<file path="src/design/plq_pkg.sv">
/*
  Package for the port management register bank: register addresses, field
  positions, reset values, timing counts and the carrier structs.
  Assumes a 10 MHz core clock; the serial management frame format is the
  usual clause-22 layout.
*/
`default_nettype none
package plq_pkg;
  localparam int CLK_PERIOD_NS = 100;
  localparam logic [4:0] ADDR_BMC = 5'h00;
  localparam logic [4:0] ADDR_LQM = 5'h1D;
  localparam logic [4:0] ADDR_LQD = 5'h1E;
  localparam logic [4:0] ADDR_RSVD = 5'h1F;
  // Basic mode control fields
  localparam int BMC_RESET = 15;
  localparam int BMC_LOOP = 14;
  localparam int BMC_SPEED = 13;
  localparam int BMC_ANEG = 12;
  localparam int BMC_PDOWN = 11;
  localparam int BMC_ISO = 10;
  localparam int BMC_RESTART = 9;
  localparam int BMC_DUPLEX = 8;
  localparam logic [7:0] BMC_FIXED_LOW = 8'h00;
  // Link quality fields
  localparam int QUALITY_MONITOR_ENABLE = 15;
  localparam int LQD_BOUND = 8;
  localparam int LQD_SEL_LSB = 9;
  localparam int LQD_THR_WR = 12;
  localparam int LQD_SAMPLE = 13;
  localparam int METRIC_COUNT = 5;
  localparam int THR_COUNT = 10;
  localparam logic [7:0] THR_LOW_RESET = 8'h00;
  localparam logic [7:0] THR_HIGH_RESET = 8'hFF;
  // Timing and management frame opcodes
  localparam int SOFT_RESET_NS = 1000;
  localparam int SOFT_RESET_CYC =
    (SOFT_RESET_NS + CLK_PERIOD_NS - 1) / CLK_PERIOD_NS;
  localparam int LOOP_DEAD_US = 500;
  localparam int LOOP_DEAD_CYC = LOOP_DEAD_US * 1000 / CLK_PERIOD_NS;
  localparam logic [1:0] STRAP_WAIT = 2'h3;
  localparam logic [5:0] PREAMBLE_MIN = 6'h20;
  localparam logic [1:0] OP_READ = 2'h2;
  localparam logic [1:0] OP_WRITE = 2'h1;

  typedef struct packed {
    logic rd;
    logic wr;
    logic [4:0] addr;
    logic [15:0] data;
  } plq_mgmt_t;

  typedef struct packed {
    logic valid;
    logic err;
    logic [3:0] data;
  } plq_nibble_t;

  typedef struct packed {
    logic speed100;
    logic autoneg;
    logic fullDuplex;
    logic [4:0] phyAddr;
  } plq_strap_t;

  typedef enum logic [2:0] {
    MD_IDLE, MD_HDR, MD_TA, MD_DATA
  } plq_mdio_state_t;
endpackage
`default_nettype wire

</file>
<file path="src/design/plq_mdio_slave.sv">
/*
  Serial management slave: frames on the clock/data pin pair and turns
  them into one-cycle read and write requests for the register bank.
  Assumes the management clock is at most a quarter of core_clk; both pins
  are sampled through two flip-flops.
*/
`default_nettype none
module plq_mdio_slave
  import plq_pkg::*;
(
  input wire logic core_clk,
  input wire logic reset_n,
  input wire logic mdcIn,
  input wire logic mdioIn,
  output logic mdioOut,
  output logic mdioOe,
  input wire logic [4:0] phyAddr,
  output plq_mgmt_t req,
  input wire logic [15:0] rdData
);
  logic mdcS1_q, mdcS2_q, mdcS3_q, mdioS1_q, mdioS2_q;
  plq_mdio_state_t st_q, st_d;
  logic [5:0] ones_q, ones_d;
  logic armed_q, armed_d, mine_q, mine_d, isRd_q, isRd_d;
  logic [4:0] cnt_q, cnt_d;
  logic [15:0] sh_q, sh_d;
  logic out_q, out_d, oe_q, oe_d;
  plq_mgmt_t req_q, req_d;
  logic rise;
  logic [11:0] hdr;

  assign rise = mdcS2_q & ~mdcS3_q;
  assign hdr = {sh_q[10:0], mdioS2_q};

  always_comb begin
    st_d = st_q;
    ones_d = ones_q;
    armed_d = armed_q;
    mine_d = mine_q;
    isRd_d = isRd_q;
    cnt_d = cnt_q;
    sh_d = sh_q;
    out_d = out_q;
    oe_d = oe_q;
    req_d = req_q;
    req_d.rd = 1'b0;
    req_d.wr = 1'b0;
    // Read data is presented by the bank in the same cycle as the request
    if (req_q.rd) begin
      sh_d = rdData;
    end
    if (rise) begin
      case (st_q)
        MD_IDLE: begin
          if (mdioS2_q) begin
            if (armed_q) begin
              st_d = MD_HDR;
              cnt_d = 5'h00;
            end
            if (ones_q != PREAMBLE_MIN) begin
              ones_d = ones_q + 6'h01;
            end
            armed_d = 1'b0;
          end else begin
            armed_d = (ones_q == PREAMBLE_MIN);
            ones_d = 6'h00;
          end
        end
        MD_HDR: begin
          sh_d = {sh_q[14:0], mdioS2_q};
          cnt_d = cnt_q + 5'h01;
          if (cnt_q == 5'h0B) begin
            mine_d = (hdr[9:5] == phyAddr) &&
              (hdr[11:10] == OP_READ || hdr[11:10] == OP_WRITE);
            isRd_d = (hdr[11:10] == OP_READ);
            req_d.addr = hdr[4:0];
            req_d.rd = mine_d && isRd_d;
            st_d = MD_TA;
            cnt_d = 5'h00;
          end
        end
        MD_TA: begin
          cnt_d = cnt_q + 5'h01;
          if (cnt_q == 5'h00) begin
            oe_d = mine_q & isRd_q;
            out_d = 1'b0;
          end else begin
            st_d = MD_DATA;
            cnt_d = 5'h00;
            out_d = sh_q[15];
            if (isRd_q) begin
              sh_d = {sh_q[14:0], 1'b0};
            end
          end
        end
        default: begin
          cnt_d = cnt_q + 5'h01;
          if (isRd_q) begin
            out_d = sh_q[15];
            sh_d = {sh_q[14:0], 1'b0};
          end else begin
            sh_d = {sh_q[14:0], mdioS2_q};
          end
          if (cnt_q == 5'h0F) begin
            oe_d = 1'b0;
            req_d.wr = mine_q & ~isRd_q;
            req_d.data = {sh_q[14:0], mdioS2_q};
            st_d = MD_IDLE;
            ones_d = 6'h00;
          end
        end
      endcase
    end
  end

  always_ff @(posedge core_clk or negedge reset_n) begin
    if (!reset_n) begin
      mdcS1_q <= 1'b0;
      mdcS2_q <= 1'b0;
      mdcS3_q <= 1'b0;
      mdioS1_q <= 1'b1;
      mdioS2_q <= 1'b1;
      st_q <= MD_IDLE;
      ones_q <= 6'h00;
      armed_q <= 1'b0;
      mine_q <= 1'b0;
      isRd_q <= 1'b0;
      cnt_q <= 5'h00;
      sh_q <= 16'h0000;
      out_q <= 1'b0;
      oe_q <= 1'b0;
      req_q <= '0;
    end else begin
      mdcS1_q <= mdcIn;
      mdcS2_q <= mdcS1_q;
      mdcS3_q <= mdcS2_q;
      mdioS1_q <= mdioIn;
      mdioS2_q <= mdioS1_q;
      st_q <= st_d;
      ones_q <= ones_d;
      armed_q <= armed_d;
      mine_q <= mine_d;
      isRd_q <= isRd_d;
      cnt_q <= cnt_d;
      sh_q <= sh_d;
      out_q <= out_d;
      oe_q <= oe_d;
      req_q <= req_d;
    end
  end

  assign mdioOut = out_q;
  assign mdioOe = oe_q;
  assign req = req_q;
endmodule
`default_nettype wire

</file>
<file path="src/design/plq_port_regs.sv">
/*
  Management register bank of one transceiver port: basic mode control,
  link quality monitor and link quality data, behind the serial management
  pins. Assumes the MAC nibble path, the negotiation result and the DSP
  metric values come from logic on core_clk; straps and management pins
  are asynchronous and are synchronised here.
*/
// Contract
// Writing 1 to control bit 15 runs a soft reset, reads 1, reloads straps.
// Control bit 14 loops transmit nibbles back to receive; resets to 0.
// After loopback is enabled receive stays invalid for 500 us.
// With negotiation off, control bit 13 picks 100 Mb/s; strap sets it.
// Self-clearing bits set on their event and clear when it ends.
// Clear-on-read bits return their value and clear on that read.
// Latched status holds its event level until read, then tracks live.
// Fixed read-only bits always read their default and ignore writes.
// Monitor register: enable at bit 15, ten warning flags in bits 0-9.
// Data register: value, bound, metric select, write and sample strobes.
// Negotiation on ignores manual speed and duplex; off they take effect.
// Address 1Fh and data register bits 14-15 read zero, ignore writes.
`default_nettype none
module plq_port_regs
  import plq_pkg::*;
#(
  parameter int LOOP_DEAD_CYCLES = LOOP_DEAD_CYC
) (
  input wire logic core_clk,
  input wire logic reset_n,
  input wire logic mdcIn,
  input wire logic mdioIn,
  output logic mdioOut,
  output logic mdioOe,
  input wire plq_strap_t strapIn,
  input wire logic anSpeed100,
  input wire logic anFullDuplex,
  input wire plq_nibble_t txFromMac,
  input wire plq_nibble_t rxFromLine,
  output plq_nibble_t rxToMac,
  input wire logic [39:0] metrics,
  output logic speed100,
  output logic fullDuplex,
  output logic autonegEn,
  output logic restartAn,
  output logic loopbackEn,
  output logic powerDown,
  output logic isolate,
  output logic softResetBusy
);
  function automatic logic [7:0] metricOf(logic [39:0] v, logic [2:0] s);
    return v[8*s +: 8];
  endfunction

  function automatic logic [3:0] thrIdx(logic [2:0] s, logic b);
    return {s, b};
  endfunction

  plq_strap_t strapS1_q, strapS2_q;
  plq_mgmt_t req;
  logic [15:0] rdData;
  logic [1:0] initCnt_q, initCnt_d;
  logic srst_q, srst_d, loop_q, loop_d, speed_q, speed_d;
  logic aneg_q, aneg_d, pdown_q, pdown_d, iso_q, iso_d;
  logic restart_q, restart_d, duplex_q, duplex_d;
  logic [7:0] srstCnt_q, srstCnt_d;
  logic [12:0] dead_q, dead_d;
  logic lqmEn_q, lqmEn_d;
  logic [9:0] warn_q, warn_d, warnLive;
  logic [7:0] lqdVal_q, lqdVal_d;
  logic lqdBound_q, lqdBound_d;
  logic [2:0] lqdSel_q, lqdSel_d;
  logic [7:0] thr_q [THR_COUNT];
  logic [7:0] thr_d [THR_COUNT];
  logic effSpeed_q, effDuplex_q;
  plq_nibble_t rx_q, rx_d;
  logic wrBmc, wrLqm, wrLqd, rdLqm, rdLqd, loadStraps;

  plq_mdio_slave u_mdio (
    .core_clk(core_clk),
    .reset_n(reset_n),
    .mdcIn(mdcIn),
    .mdioIn(mdioIn),
    .mdioOut(mdioOut),
    .mdioOe(mdioOe),
    .phyAddr(strapS2_q.phyAddr),
    .req(req),
    .rdData(rdData)
  );

  assign wrBmc = req.wr && req.addr == ADDR_BMC;
  assign wrLqm = req.wr && req.addr == ADDR_LQM;
  assign wrLqd = req.wr && req.addr == ADDR_LQD;
  assign rdLqm = req.rd && req.addr == ADDR_LQM;
  assign rdLqd = req.rd && req.addr == ADDR_LQD;

  // Read mux; unlisted addresses, including the reserved one, read zero
  always_comb begin
    rdData = 16'h0000;
    if (req.addr == ADDR_BMC) begin
      rdData = {srst_q, loop_q, speed_q, aneg_q, pdown_q, iso_q,
        restart_q, duplex_q, BMC_FIXED_LOW};
    end else if (req.addr == ADDR_LQM) begin
      rdData = {lqmEn_q, 5'h00, warn_q};
    end else if (req.addr == ADDR_LQD) begin
      rdData = {2'b00, 2'b00, lqdSel_q, lqdBound_q, lqdVal_q};
    end
  end

  // Monitor compares each metric against its low and high thresholds
  always_comb begin
    for (int k = 0; k < METRIC_COUNT; k++) begin
      warnLive[2*k] = lqmEn_q &&
        metricOf(metrics, 3'(k)) < thr_q[thrIdx(3'(k), 1'b0)];
      warnLive[2*k+1] = lqmEn_q &&
        metricOf(metrics, 3'(k)) > thr_q[thrIdx(3'(k), 1'b1)];
    end
  end

  assign loadStraps = initCnt_q == 2'h1 ||
    (srst_q && srstCnt_q == 8'h01);

  always_comb begin
    initCnt_d = initCnt_q;
    if (initCnt_q != 2'h0) begin
      initCnt_d = initCnt_q - 2'h1;
    end
    srst_d = srst_q;
    srstCnt_d = srstCnt_q;
    loop_d = loop_q;
    speed_d = speed_q;
    aneg_d = aneg_q;
    pdown_d = pdown_q;
    iso_d = iso_q;
    duplex_d = duplex_q;
    restart_d = 1'b0;
    if (srst_q) begin
      srstCnt_d = srstCnt_q - 8'h01;
      if (srstCnt_q == 8'h01) begin
        srst_d = 1'b0;
      end
    end else if (wrBmc) begin
      if (req.data[BMC_RESET]) begin
        srst_d = 1'b1;
        srstCnt_d = 8'(SOFT_RESET_CYC);
      end
      loop_d = req.data[BMC_LOOP];
      speed_d = req.data[BMC_SPEED];
      aneg_d = req.data[BMC_ANEG];
      pdown_d = req.data[BMC_PDOWN];
      iso_d = req.data[BMC_ISO];
      duplex_d = req.data[BMC_DUPLEX];
      restart_d = req.data[BMC_RESTART] & aneg_q;
    end
    if (loadStraps) begin
      loop_d = 1'b0;
      speed_d = strapS2_q.speed100;
      aneg_d = strapS2_q.autoneg;
      duplex_d = strapS2_q.fullDuplex;
      pdown_d = 1'b0;
      iso_d = 1'b0;
    end
  end

  // Loopback dead time: receive marked invalid while the counter runs
  always_comb begin
    dead_d = dead_q;
    if (loop_d && !loop_q) begin
      dead_d = 13'(LOOP_DEAD_CYCLES);
    end else if (dead_q != 13'h0000) begin
      dead_d = dead_q - 13'h0001;
    end
    rx_d = rxFromLine;
    if (loop_q) begin
      rx_d = txFromMac;
      if (dead_q != 13'h0000) begin
        rx_d.valid = 1'b0;
        rx_d.err = 1'b0;
      end
    end
  end

  always_comb begin
    lqmEn_d = lqmEn_q;
    if (wrLqm) begin
      lqmEn_d = req.data[QUALITY_MONITOR_ENABLE];
    end
    // An event in the read cycle wins over the clear
    warn_d = warnLive | (rdLqm ? 10'h000 : warn_q);
    lqdVal_d = lqdVal_q;
    lqdBound_d = lqdBound_q;
    lqdSel_d = lqdSel_q;
    thr_d = thr_q;
    if (rdLqd) begin
      lqdVal_d = 8'h00;
    end
    if (wrLqd) begin
      lqdVal_d = req.data[7:0];
      lqdBound_d = req.data[LQD_BOUND];
      lqdSel_d = req.data[LQD_SEL_LSB +: 3];
      // Selects past the last metric are taken but write no threshold
      if (req.data[LQD_THR_WR] &&
          req.data[LQD_SEL_LSB +: 3] < 3'(METRIC_COUNT)) begin
        thr_d[thrIdx(req.data[LQD_SEL_LSB +: 3], req.data[LQD_BOUND])] =
          req.data[7:0];
      end
      if (req.data[LQD_SAMPLE]) begin
        lqdVal_d = metricOf(metrics, req.data[LQD_SEL_LSB +: 3]);
      end
    end
  end

  always_ff @(posedge core_clk or negedge reset_n) begin
    if (!reset_n) begin
      strapS1_q <= '0;
      strapS2_q <= '0;
      initCnt_q <= STRAP_WAIT;
      srst_q <= 1'b0;
      srstCnt_q <= 8'h00;
      loop_q <= 1'b0;
      speed_q <= 1'b0;
      aneg_q <= 1'b0;
      pdown_q <= 1'b0;
      iso_q <= 1'b0;
      restart_q <= 1'b0;
      duplex_q <= 1'b0;
      dead_q <= 13'h0000;
      rx_q <= '0;
      effSpeed_q <= 1'b0;
      effDuplex_q <= 1'b0;
      lqmEn_q <= 1'b0;
      warn_q <= 10'h000;
      lqdVal_q <= 8'h00;
      lqdBound_q <= 1'b0;
      lqdSel_q <= 3'h0;
      for (int i = 0; i < THR_COUNT; i++) begin
        thr_q[i] <= i[0] ? THR_HIGH_RESET : THR_LOW_RESET;
      end
    end else begin
      strapS1_q <= strapIn;
      strapS2_q <= strapS1_q;
      initCnt_q <= initCnt_d;
      srst_q <= srst_d;
      srstCnt_q <= srstCnt_d;
      loop_q <= loop_d;
      speed_q <= speed_d;
      aneg_q <= aneg_d;
      pdown_q <= pdown_d;
      iso_q <= iso_d;
      restart_q <= restart_d;
      duplex_q <= duplex_d;
      dead_q <= dead_d;
      rx_q <= rx_d;
      effSpeed_q <= aneg_q ? anSpeed100 : speed_q;
      effDuplex_q <= aneg_q ? anFullDuplex : duplex_q;
      lqmEn_q <= lqmEn_d;
      warn_q <= warn_d;
      lqdVal_q <= lqdVal_d;
      lqdBound_q <= lqdBound_d;
      lqdSel_q <= lqdSel_d;
      thr_q <= thr_d;
    end
  end

  assign rxToMac = rx_q;
  assign speed100 = effSpeed_q;
  assign fullDuplex = effDuplex_q;
  assign autonegEn = aneg_q;
  assign restartAn = restart_q;
  assign loopbackEn = loop_q;
  assign powerDown = pdown_q;
  assign isolate = iso_q;
  assign softResetBusy = srst_q;
endmodule
`default_nettype wire

</file>
<file path="config.mk">
export PLATFORM = sky130hd
export DESIGN_NAME = plq_port_regs
export DESIGN_NICKNAME = d
export VERILOG_FILES = /design/src/design/plq_pkg.sv /design/src/design/plq_mdio_slave.sv /design/src/design/plq_port_regs.sv
export SDC_FILE = /design/constraint.sdc
export NUM_CORES = 1
export LEC_CHECK = 0
export ABC_AREA = 1
export BUFFER_PORTS_ARGS = -buffer_cell sky130_fd_sc_hd__buf_2
export CAP_MARGIN = 20
export CORE_MARGIN = 1
export CORE_UTILIZATION = 35
export DETAILED_ROUTE_END_ITERATION = 6
export GPL_TIMING_DRIVEN = 0
export PLACE_DENSITY = 0.57
export SLEW_MARGIN = 25
export SYNTH_ARGS = -nofsm -noshare
export SYNTH_HDL_FRONTEND = slang
export SYNTH_SLANG_ARGS = --single-unit
export TNS_END_PERCENT = 1
</file>
<file path="constraint.sdc">
create_clock -name core_clk -period 3.6 [get_ports core_clk]
set_clock_uncertainty 0.1 [all_clocks]
set_input_delay 0.54 -clock core_clk [delete_from_list [all_inputs] [get_ports core_clk]]
set_output_delay 0.54 -clock core_clk [all_outputs]
set_load 0.01 [all_outputs]
</file>
# Word level (Yosys, flattened, before mapping)

Index checks and enable logic that the tools add are counted.

Register bits after elaboration: 221
Input port bits: 66
Output and inout port bits: 16

Multiplexer cells: 80
Bitwise gates (word level): 11
$add $sub $neg: 5
Equal/unequal tests: 20
$lt $le $gt $ge: 13
Reduce and logical (&&, ||, !) cells: 52
Shift-type cells: 1

Operators by type and width:

| operator              | count |
|---|---|
| $mux 16               | 8 |
| $bwmux 80             | 1 |
| $mux 8                | 7 |
| $pmux 16 s3           | 1 |
| $gt 8x8->1            | 5 |
| $lt 8x8->1            | 5 |
| $shiftx 40x7->8       | 1 |
| $mux 1                | 36 |
| $demux 8 s4           | 1 |
| $mux 5                | 6 |
| $mux 13               | 2 |
| $mux 6                | 4 |
| $mux 23               | 1 |
| $logic_and 1x1->1     | 21 |
| $reduce_bool 2->1     | 9 |
| $mux 3                | 5 |
| $pmux 5 s3            | 1 |
| $reduce_bool 13->1    | 1 |
| $sub 13x1->13 const B | 1 |
| $mux 12               | 1 |
| $pmux 6 s2            | 1 |
| $reduce_and 3->1      | 4 |
| $eq 5x4->1 const B    | 2 |
| $eq 5x5->1 const B    | 2 |
| 36 further kinds      | 56 |

# Depth between registers and ports, before layout

Gate-level depths: netlist of run 1.

Depth after elaboration: 9
Depth in mapped cells: 10
Gate-level depth less buffers: 10

# Hierarchy

A second synthesis of run 1 with hierarchy kept.

Cells, all modules: 1,418
Area, all modules: 12,050.3 sq um

Modules (own cells, without submodules):

| module         | area an instance (sq um) | cells each | sequential area each (sq um) | instances |
|---|---|---|---|---|
| plq_port_regs  | 8,983.6                  | 1,050      | 4,006.3                      | 1 |
| plq_mdio_slave | 3,066.7                  | 368        | 1,554.0                      | 1 |

# Least setup slack after synthesis of run 1

OpenSTA, ideal clock, no wires.

Path type: register to register
Start point: reg u_mdio.cnt_q[0]
End point: reg u_mdio.ones_q[3]
Data required time: 3.381 ns
Arrival time: 1.685 ns
Buffers on the path: 1
Slack: 1.696 ns
Cell stages (with the launch flop): 11
Clock period less this slack: 1.904 ns
Path through: dfrtp_1 ha_1 nand2_1 nor2_1 ha_1 inv_1 a21oi_1 and2_1 clkbuf_1 o21ai_0 and2_1

Word-level cells in the longest chain between the ends: 3

Ends and longest elaborated chain:

| item                               | RTL line              | text |
|---|---|---|
| start, declared                    | plq_mdio_slave.sv:25  | `logic [4:0] cnt_q, cnt_d;` |
| start signal, assigned             | plq_mdio_slave.sv:144 | `cnt_q <= cnt_d;` |
| $eq 5x4->1                         | plq_mdio_slave.sv:104 | `if (cnt_q == 5'h0F) begin` |
| $reduce_bool 2->1 (no source line) | n/a                   |  |
| $reduce_and 4->1 (no source line)  | n/a                   |  |
| end signal, assigned               | plq_mdio_slave.sv:140 | `ones_q <= ones_d;` |
| end, declared                      | plq_mdio_slave.sv:23  | `logic [5:0] ones_q, ones_d;` |

No other way between the ends.
A chain may end at the register's enable or synchronous reset.

# Worst setup path in the final report of run 1

Ends and elaborated chain as after synthesis.

==> impl_metrics.tcl, run 1 <==
set metrics [dict create \
    status "completed" \
    synth_warnings 0 \
    drtAntennaViolNets 0 \
    die_x_um 186 \
    cp.arrival_ns 2.61 \
    numCtsBuffers 27 \
    grt_first_pass_wirelength_um 51300 \
    grt-ovfl-total 0 \
    async_flop_share_pct 100 \
    swShare_pct 23.0 \
    reg2reg_from "u_mdio.cnt_q[0]$_DFFE_PN0P_" \
    core.rowCount 66 \
    diodes 0 \
    netlist_top_cells_area "dfrtp_1 (37%), nand2_1 (12%), dfstp_2 (9.8%), ha_1 (9.7%), inv_1 (5.7%)" \
    coreArea_mm2 0.0329 \
    grt_use_total_pct 19.0 \
    syn2layout_area_growth_pct 17.0 \
    postCtsSetupRepairBufs 0 \
    cts.clk_slew.worst_paths_ns 0.06 \
    combinationalPowerShare_pct 5.2 \
    hp-class "in -> reg" \
    ys_seq_elements 220 \
    die_area_mm2 0.0344 \
    cts_tree "built" \
    max_stage_delay_ns 0.37 \
    dp_worst_setup_slack_ns 1.36 \
    synth_fp_nets 1580 \
    period_share_pct 63.4 \
    syn-cell-area_mm2 0.0118 \
    finalCriticalPeriod_ns 2.28 \
    grt_max_degree 82 \
    yosys.area.top_type_share_pct 37.4 \
    vias_per_cell 4.93 \
    path_cells "ha_1 -> nand2_1 -> nor2_1 -> ha_1 -> inv_1 -> a21oi_1 -> and2_1 -> clkbuf_1 -> o21ai_0 -> and2_1" \
    globalplace.congestion 0.873 \
    p_sw_mw 1.28 \
    leakage_nw 6.33 \
    drc_errors 0 \
    root_buffer "clkbuf_16" \
    timing.hold.ws_ns 0.0189 \
    worst_slew_pin_slew_ns 0.913 \
    cpMaxStageDelayCell "dfrtp_1" \
    seqPwrFrac_pct 45.3 \
    port_buffers 81 \
    crit_path_end "u_mdio.ones_q[3]$_DFFE_PN0P_" \
    drv_slew 0 \
    clk_latency_ns 0.54 \
    rr_endpoint "u_mdio.ones_q[3]$_DFFE_PN0P_" \
    wl_um 31600 \
    rr_worst_depth 10 \
    drtIter0Drc 477 \
    antenna_found_initial 0 \
    cts_resized 0 \
    p_int_mw 4.27 \
    finalSetupViolations 0 \
    synth_largest_area_cell "dfrtp_1" \
    drive_gt1_share_pct 13.1 \
    route.vias.total 9878 \
    path_max_fanout 8 \
    fmax_mhz 438 \
    start_kind "register" \
    die_h_um 186 \
    htree_levels 1 \
    dpl.hpwl_um 23000 \
    syn_inst 1423 \
    wl_per_cell_um 15.7 \
    ys_seq_area_share_pct 47.2 \
    hold_viol_final 0 \
    grt_pass1_vias 9818 \
    cp.required_ns 3.93 \
    numClockSinks 220 \
    pwr-share-clk_pct 49.5 \
    syn_area_per_cell_um2 8.28 \
    cts_buffer_depth 3 \
    synth_edf_count 0 \
    max-slew-margin-rel_pct 39.1 \
    setup_ws_ns 1.32 \
    ys_types 34 \
    power.density_mw_per_mm2 402 \
    io_pins 82 \
    drtPass1Iterations 6 \
    peakVddDrop_v 0.000415 \
    r2r_slack_ns 1.32 \
    yosysMostFrequentCell "nand2_1" \
    drv_cap 0 \
    synth_flop_cell "dfrtp_1" \
    start_util_pct 35.9 \
    nets 1700 \
    synth_commonest_cells "nand2_1 (365), inv_1 (179), dfrtp_1 (176), nor2_1 (110), nand3_1 (100)" \
    path_class "reg -> reg" \
    post-route-util_pct 42.0 \
    cp-end-kind "register" \
    critPathLaunch "u_mdio.cnt_q[0]$_DFFE_PN0P_" \
    hold_buffers 7 \
    rsz0062_at_grt "false" \
]
-- logic make-up after synthesis --
family | count (synthesis) | share of synthesized area [%]
and+or+nand+nor | 626 | 22.7
AOI/OAI and AO/OA | 252 | 11.6
DFF | 220 | 47.2
muxes | 1 | 0.0955
xor gates and xnor gates | 16 | 1.19
buffers and inverters | 217 | 7.55
adders and majority gates | 91 | 9.66
-- worst min-delay path by stage --
stage | cells after the start | end | startpoint
4_1_cts | 1 | strapS1_q[4]$_DFF_PN0_ | strapIn[4]
6_report | 1 | strapS1_q[6]$_DFF_PN0_ | strapIn[6]
2_1_floorplan | 0 | autonegEn$_DFFE_PN0P_ | reset_n
5_1_grt | 1 | strapS1_q[6]$_DFF_PN0_ | strapIn[6]
3_3_place_gp | 0 | strapS2_q[5]$_DFF_PN0_ | strapS1_q[5]$_DFF_PN0_
3_5_place_dp | 0 | strapS2_q[6]$_DFF_PN0_ | strapS1_q[6]$_DFF_PN0_
-- layer usage --
layer / GRT usage [%] / up-vias / share of wire, %
met4: 5.02 / 0 / 2.5
met3: 2.88 / 50 / 5.8
li1: - / 4873 / -
met2: 31.7 / 235 / 46
met1: 25.7 / 4720 / 46
met5: 0 / - / 0
-- worst max-delay path: cells and delay by family (launching register included) --
family / cells / cell delay [ns]
AO/OA/AOI/OAI: 2 / 0.42
adder cells (fa/ha/maj): 2 / 0.44
buffers and inverters: 2 / 0.34
flip-flops: 1 / 0.37
AND/OR/NAND/NOR: 4 / 0.51
-- through the flow --
| stage | instances | instance area, um^2 | total power, mW | setup TNS, ns |
|---|---|---|---|---|
| floorplan | 1423 | 11800 | 2.67 | 0 |
| global placement | 1946 | 12700 | 2.82 | -392.58 |
| detailed placement | 1948 | 12800 | 2.84 | 0 |
| CTS | 2004 | 13800 | 5.61 | 0 |
| global route | 2005 | 13800 | 5.76 | 0 |
| finish | 2005 | 13800 | 5.54 | 0 |
-- registers in the layout, summed over array words and instances (netlist names), 2 cells and up --
register,cells
dead_q,13
initCnt_q,2
lqdSel_q,3
lqdVal_q,8
rxToMac,6
srstCnt_q,8
strapS1_q,8
strapS2_q,8
thr_q,80
u_mdio.cnt_q,5
u_mdio.ones_q,6
u_mdio.req,23
u_mdio.sh_q,16
u_mdio.st_q,2
warn_q,10
-- cell type report --
type	instances	area [um^2]
clock inverter	11	115
fill	3413	19100
buffer	35	206
sequential	220	5560
timing repair buffer	91	551
tap	442	553
inverter	182	683
clock buffer	38	787
multi-input combinational	986	5340
-- placed cells by master (no fill, tap or decap), types with 27 or more instances in the layout --
cell | Yosys | final
a21oi_1 | 45 | 45
buf_2 | 0 | 80
clkbuf_16 | 0 | 27
dfrtp_1 | 176 | 176
dfstp_2 | 44 | 44
ha_1 | 91 | 91
inv_1 | 179 | 179
nand2_1 | 365 | 365
nand3_1 | 100 | 100
nor2_1 | 110 | 110
o21ai_0 | 86 | 86
o21ai_1 | 76 | 76
-- power groups by stage --
stage,clock (mW),combinational [mW],sequential [mW]
global route,2.91,0.335,2.51
CTS,2.81,0.293,2.51
global placement,0,0.267,2.55
detailed placement,0,0.285,2.55
floorplan,0,0.120,2.55
finish,2.74,0.287,2.51
Power figures use the tool's default switching activity.
==> inputs of run 2 (changes only) <==
ABC_AREA = 0   (was 1)
PLACE_DENSITY = 0.59   (was 0.57)
clock period = 1.9 ns   (was 3.6 ns; I/O delays follow)
==> run 2 against run 1 <==
The run now ends with setup timing left. Sequential power rose by 90%. Sequential share of layout area shrank 1.3 points. Combinational power rose by 84%. Non-clock buffer count increased by 30. Synthesized area shrank 1.8%. Design area rose by 3.5%. Core utilization rose by 1.9 points. Fmax up 1.0%. Worst hold slack gained 0.15 ns. Global-route usage decreased by 1.7 points. Sequential cell count is the same. Critical path type unchanged. Largest cell class is now multi-input combinational cells. Largest power group unchanged.
==> impl_metrics.tcl, run 2 <==
set metrics [dict create \
    status "finished with violations" \
    failed_checks "setup timing" \
    drc_errors 0 \
    use_met1_pct 23.6 \
    synth_mux_area_share_pct 13.1 \
    synth_top_family_by_area "multiplexers" \
    leakage_nw 6.33 \
    wl_um 28700 \
    grt_util_met3_pct 2.69 \
    largest_register_ffs 80 \
    timing.hold.ws_ns 0.171 \
    ys_types 64 \
    synth_commonest_cells "dfrtp_1 (176), inv_1 (99), nand2_1 (96), ha_1 (91), mux2_2 (79)" \
    drtPass1Iterations 5 \
    grt_first_pass_wirelength_um 45900 \
    coreArea_mm2 0.0325 \
    max-slew-margin-rel_pct 41.2 \
    path_max_fanout 10 \
    worst_slew_pin_slew_ns 0.881 \
    antenna_found_initial 0 \
    power.density_mw_per_mm2 770 \
    top_register "thr_q" \
    hp-class "in -> reg" \
    netlist_top_cells_area "dfrtp_1 (38%), dfstp_2 (10%), ha_1 (9.8%), mux2_2 (7.7%), inv_1 (3.2%)" \
    die_h_um 184 \
    grt-ovfl-total 0 \
    syn_area_per_cell_um2 10.9 \
    synthAdderAreaFrac_pct 9.84 \
    die_area_mm2 0.0338 \
    synth-xor-area-share_pct 1.21 \
    dpl.hpwl_um 20100 \
    period_share_pct 119 \
    path_class "reg -> reg" \
    grt_pass1_vias 8377 \
    synth_warnings 0 \
    layout_commonest_cell "dfrtp_1" \
    nets 1358 \
    cp.arrival_ns 2.57 \
    synth_flop_cell "dfrtp_1" \
    yosysMostFrequentCell "dfrtp_1" \
    cts_buffer_depth 3 \
    port_buffers 81 \
    globalplace.congestion 0.892 \
    vias_per_cell 5.00 \
    cp-end-kind "register" \
    htree_levels 1 \
    grt-busiest-layer "met2" \
    fmax_mhz 443 \
    start_kind "register" \
    rsz0062_at_grt "true" \
    drv_cap 0 \
    ys_seq_area_share_pct 48.0 \
    grt_use_total_pct 17.3 \
    wl_per_cell_um 17.3 \
    syn-cell-area_mm2 0.0116 \
    post-route-util_pct 43.9 \
    dp_worst_setup_slack_ns -0.799 \
    synth_fp_nets 1217 \
    cp.required_ns 2.21 \
    numClockSinks 220 \
    yosys.area.top_type_share_pct 38.0 \
    grt_max_degree 85 \
    drv_slew 0 \
    ys_seq_elements 220 \
    start_util_pct 35.6 \
    drtIter0Drc 488 \
    core.rowCount 66 \
    hold_viol_final 0 \
    fin_total_pwr_mw 11.0 \
    io_pins 82 \
    cts_tree "built" \
    stdcell_area_mm2 0.0143 \
    post_dp_cell_area_mm2 0.0126 \
    drtAntennaViolNets 0 \
    synth_compound_area_share_pct 11.2 \
    use_met2_pct 28.0 \
    diodes 0 \
    synth_largest_area_cell "dfrtp_1" \
    syn2layout_area_growth_pct 23.4 \
    yosys.area_share.simple_pct 11.8 \
    finalCriticalPeriod_ns 2.26 \
    route.vias.total 8322 \
    root_buffer "clkbuf_16" \
    numCtsBuffers 26 \
    die_x_um 184 \
    cts.clk_slew.worst_paths_ns 0.06 \
    async_flop_share_pct 100 \
    layout_common_cells "dfrtp_1 (171), inv_1 (99), nand2_1 (94)" \
    clk_latency_ns 0.53 \
    setup_ws_ns -0.359 \
    peakVddDrop_v 0.000755 \
    drive_gt1_share_pct 28.0 \
    synth_edf_count 0 \
    syn_inst 1060 \
    finalSetupViolations 134 \
]
## run 2: cell count changes in the layout (fill, tap and decap cells not counted), moves of 17 or more
cell | before | now
nand2_1 | 365 | 94
nand3_1 | 100 | 14
inv_1 | 179 | 99
mux2_2 | 1 | 78
nor2_1 | 110 | 37
o21ai_1 | 76 | 14
o21ai_0 | 86 | 39
mux2_1 | 0 | 32
nand2b_1 | 0 | 27
mux2i_1 | 0 | 25
dlygate4sd3_1 | 8 | 25
## run 2: stage by stage
step / setup TNS [ns] / instances
4_1_cts: -29.75 / 1660
3_5_place_dp: -87.85 / 1585
5_1_grt: -34.40 / 1663
2_1_floorplan: -13.65 / 1060
3_3_place_gp: -791.37 / 1583
6_report: -23.19 / 1663
## run 2: repair_timing
| item | 4_1_cts | 5_1_grt |
|---|---|---|
| gates resized for setup | 79 | 55 |
| hold buffers | 25 | 0 |
| endpoints found under the setup margin | 187 | 168 |
| pin swaps | 15 | 10 |
| hold endpoints to repair | 91 | 0 |
| buffers inserted | 4 | 4 |
## run 2: critical path, stage by stage (launching register included)
cell,delay [ns]
dfrtp_2,0.43
nand3_4,0.13
nor3b_4,0.32
nand2_4,0.17
or4_1,0.52
buf_6,0.17
mux2_1,0.31
## run 2: cell families after synthesis
kind of cell	after synthesis
flops	220
fa+ha+maj	91
buf+inv	142
mux	138
compound gates	186
xor+xnor	16
simple gates	267
## run 2: worst paths after layout
path	startpoint	end	slack, ns	cells after the start
worst min register to register	strapS1_q[0]$_DFF_PN0_	strapS2_q[0]$_DFF_PN0_	0.25	0
min in group asynchronous	reset_n	dead_q[10]$_DFFE_PN0P_	0.26	2
worst min-delay path	metrics[19]	warn_q[5]$_DFF_PN0_	0.17	4
worst max register to register	u_mdio.req[20]$_DFFE_PN0P_	thr_q[56]$_DFFE_PN0P_	-0.36	6
max in group asynchronous	reset_n	thr_q[48]$_DFFE_PN1P_	0.56	3
worst max-delay path	u_mdio.req[20]$_DFFE_PN0P_	thr_q[56]$_DFFE_PN0P_	-0.36	6
## run 2: layout make-up
class,instances,area (um^2)
buffer,40,260
clock buffer,39,771
clock inverter,9,224
fill,3082,18300
inverter,99,372
multi-input combinational,698,5750
sequential,220,5570
tap,442,553
timing repair buffer,116,781
## run 2: per-layer routing
metal  up-vias  share of wire [%]
li1       4019                  -
met1      4058                 47
met2       188                 45
met3        57                4.5
met4         0                3.4
met5         -                  0
## run 2: power breakdown
group / switching, mW / total (mW) / internal [mW]
clock: 1.96 / 5.71 / 3.74
sequential: 0.0242 / 4.76 / 4.73
combinational: 0.304 / 0.527 / 0.223
==> inputs of run 3 (changes only) <==
CELL_PAD_IN_SITES_DETAIL_PLACEMENT = 0   (was default)
CELL_PAD_IN_SITES_GLOBAL_PLACEMENT = 1   (was default)
PLACE_DENSITY = 0.69   (was 0.59)
==> run 3 against run 2 <==
The run still ends with setup timing left. Largest power group unchanged. Global-route usage grew 0.67 points. Die area is the same. Count of clock-buffer cells in the layout grew 1. Fmax grew 0.44%. Worst setup slack gained 0.0098 ns. Cell count is essentially flat. Sequential power is essentially flat.
==> impl_metrics.tcl, run 3 (same netlist as run 2, synthesis figures left out) <==
set metrics [dict create \
    drtPass1Iterations 4 \
    syn2layout_area_growth_pct 22.3 \
    globalplace.congestion 0.850 \
    stdcell_area_mm2 0.0142 \
    path_cells "inv_2 -> ha_4 -> or4b_4 -> a31oi_4 -> a21oi_4 -> or3_4 -> o221ai_2" \
    start_util_pct 35.6 \
    top_register "thr_q" \
    clk_latency_ns 0.53 \
    status "finished with violations" \
    path_max_fanout 8 \
    min_from "metrics[14]" \
    route.vias.total 8388 \
    grt_use_total_pct 18.0 \
    critPathLaunch "u_mdio.cnt_q[0]$_DFFE_PN0P_" \
    drtAntennaViolNets 0 \
    cts.clk_slew.worst_paths_ns 0.06 \
    fmax_mhz 445 \
    fin_cells 1662 \
    layout_common_cells "dfrtp_1 (172), inv_1 (97), nand2_1 (93)" \
    rsz0062_at_grt "true" \
    cp.arrival_ns 2.60 \
    cp-end-kind "register" \
    drtIter0Drc 402 \
    grt_pass1_vias 8684 \
    coreArea_mm2 0.0325 \
    finalCriticalPeriod_ns 2.25 \
    post-route-util_pct 43.5 \
    crit_buf_inv 1 \
    largest_register_ffs 80 \
    drive_gt1_share_pct 28.4 \
    hp-class "in -> reg" \
    power.density_mw_per_mm2 723 \
    die_area_mm2 0.0338 \
    leakage_nw 6.26 \
    reg2reg_from "u_mdio.cnt_q[0]$_DFFE_PN0P_" \
    post_dp_cell_area_mm2 0.0126 \
    drv_slew 0 \
    cp.required_ns 2.25 \
    fin_total_pwr_mw 10.2 \
    hold_viol_final 0 \
    wl_per_cell_um 17.6 \
    core.rowCount 66 \
    period_share_pct 118 \
    die_x_um 184 \
    failed_checks "setup timing" \
    antenna_found_initial 0 \
    dp_cells 1585 \
    grt_first_pass_wirelength_um 47400 \
    drv_cap 0 \
    start_kind "register" \
    cts_tree "built" \
    dpl.hpwl_um 20400 \
    wl_um 29300 \
    diodes 0 \
    path_class "reg -> reg" \
    finalSetupViolations 149 \
    cts_buffer_depth 3 \
    layout_commonest_cell "dfrtp_1" \
    max-slew-margin-rel_pct 42.8 \
    numClockSinks 220 \
    port_buffers 81 \
    path_delay_family "simple AND/OR/NAND/NOR gates" \
    worst_slew_pin_slew_ns 0.858 \
    numCtsBuffers 25 \
    drc_errors 0 \
    root_buffer "clkbuf_16" \
    max_stage_delay_ns 0.50 \
    htree_levels 1 \
    nets 1358 \
    vias_per_cell 5.05 \
    die_h_um 184 \
    setup_ws_ns -0.349 \
    io_pins 82 \
    peakVddDrop_v 0.000584 \
    cpMaxStageDelayCell "or4b_4" \
    grt_max_degree 86 \
    grt-ovfl-total 0 \
]
==> run 3: timing repair <==
item / in CTS / in global routing
hold endpoints to repair: 78 / 0
setup buffers: 5 / 4
resized for setup: 98 / 25
setup endpoints to repair: 186 / 173
hold buffers: 25 / 0
pin swaps: 21 / 11
==> run 3: path summary, 6_finish.rpt <==
kind	slack, ns	depth (start not counted)	end
max in group asynchronous	0.66	3	thr_q[5]$_DFFE_PN1P_
min reg2reg	0.25	0	strapS2_q[4]$_DFF_PN0_
max	-0.35	7	u_mdio.sh_q[7]$_DFF_PN0_
min	0.16	5	warn_q[2]$_DFF_PN0_
max reg2reg	-0.35	7	u_mdio.sh_q[7]$_DFF_PN0_
min in group asynchronous	0.19	2	dead_q[9]$_DFFE_PN0P_
==> run 3: metrics by stage <==
step,hold WS [ns],setup slack [ns],TNS (ns)
2_1_floorplan,-0.111,-0.316,-13.65
3_3_place_gp,0.237,-3.54,-796.48
3_5_place_dp,0.171,-0.772,-86.45
4_1_cts,0.158,-0.450,-27.66
5_1_grt,0.184,-0.428,-40.86
6_report,0.162,-0.349,-26.17
==> run 3: power breakdown <==
part           switching (mW)  internal (mW)  total (mW)  leakage [nW]
logic                   0.303          0.223       0.526          3.06
registers              0.0222           4.73        4.75          2.78
clock network            1.97           2.98        4.96         0.419
==> run 3: worst reg2reg max path, stage by stage, from the launching register on <==
cell      delay [ns]
dfrtp_1         0.43
inv_2           0.09
ha_4            0.12
or4b_4          0.50
a31oi_4         0.19
a21oi_4         0.09
or3_4           0.47
o221ai_2        0.18
==> run 3: metal layers <==
| layer | vias up | part of all wire [%] | global-route usage (%) |
|---|---|---|---|
| li1 | 4031 | - | - |
| met1 | 4119 | 46 | 24.3 |
| met2 | 185 | 47 | 29.4 |
| met3 | 53 | 4.1 | 2.54 |
| met4 | 0 | 3.5 | 6.23 |
| met5 | - | 0 | 0 |
==> run 3: area by class of cell <==
class / instances / area (um^2)
timing repair buffer: 117 / 796
buffer: 40 / 262
clock inverter: 6 / 63.8
sequential: 220 / 5570
clock buffer: 40 / 792
fill: 3148 / 18400
inverter: 99 / 372
tap: 442 / 553
multi-input combinational: 698 / 5750
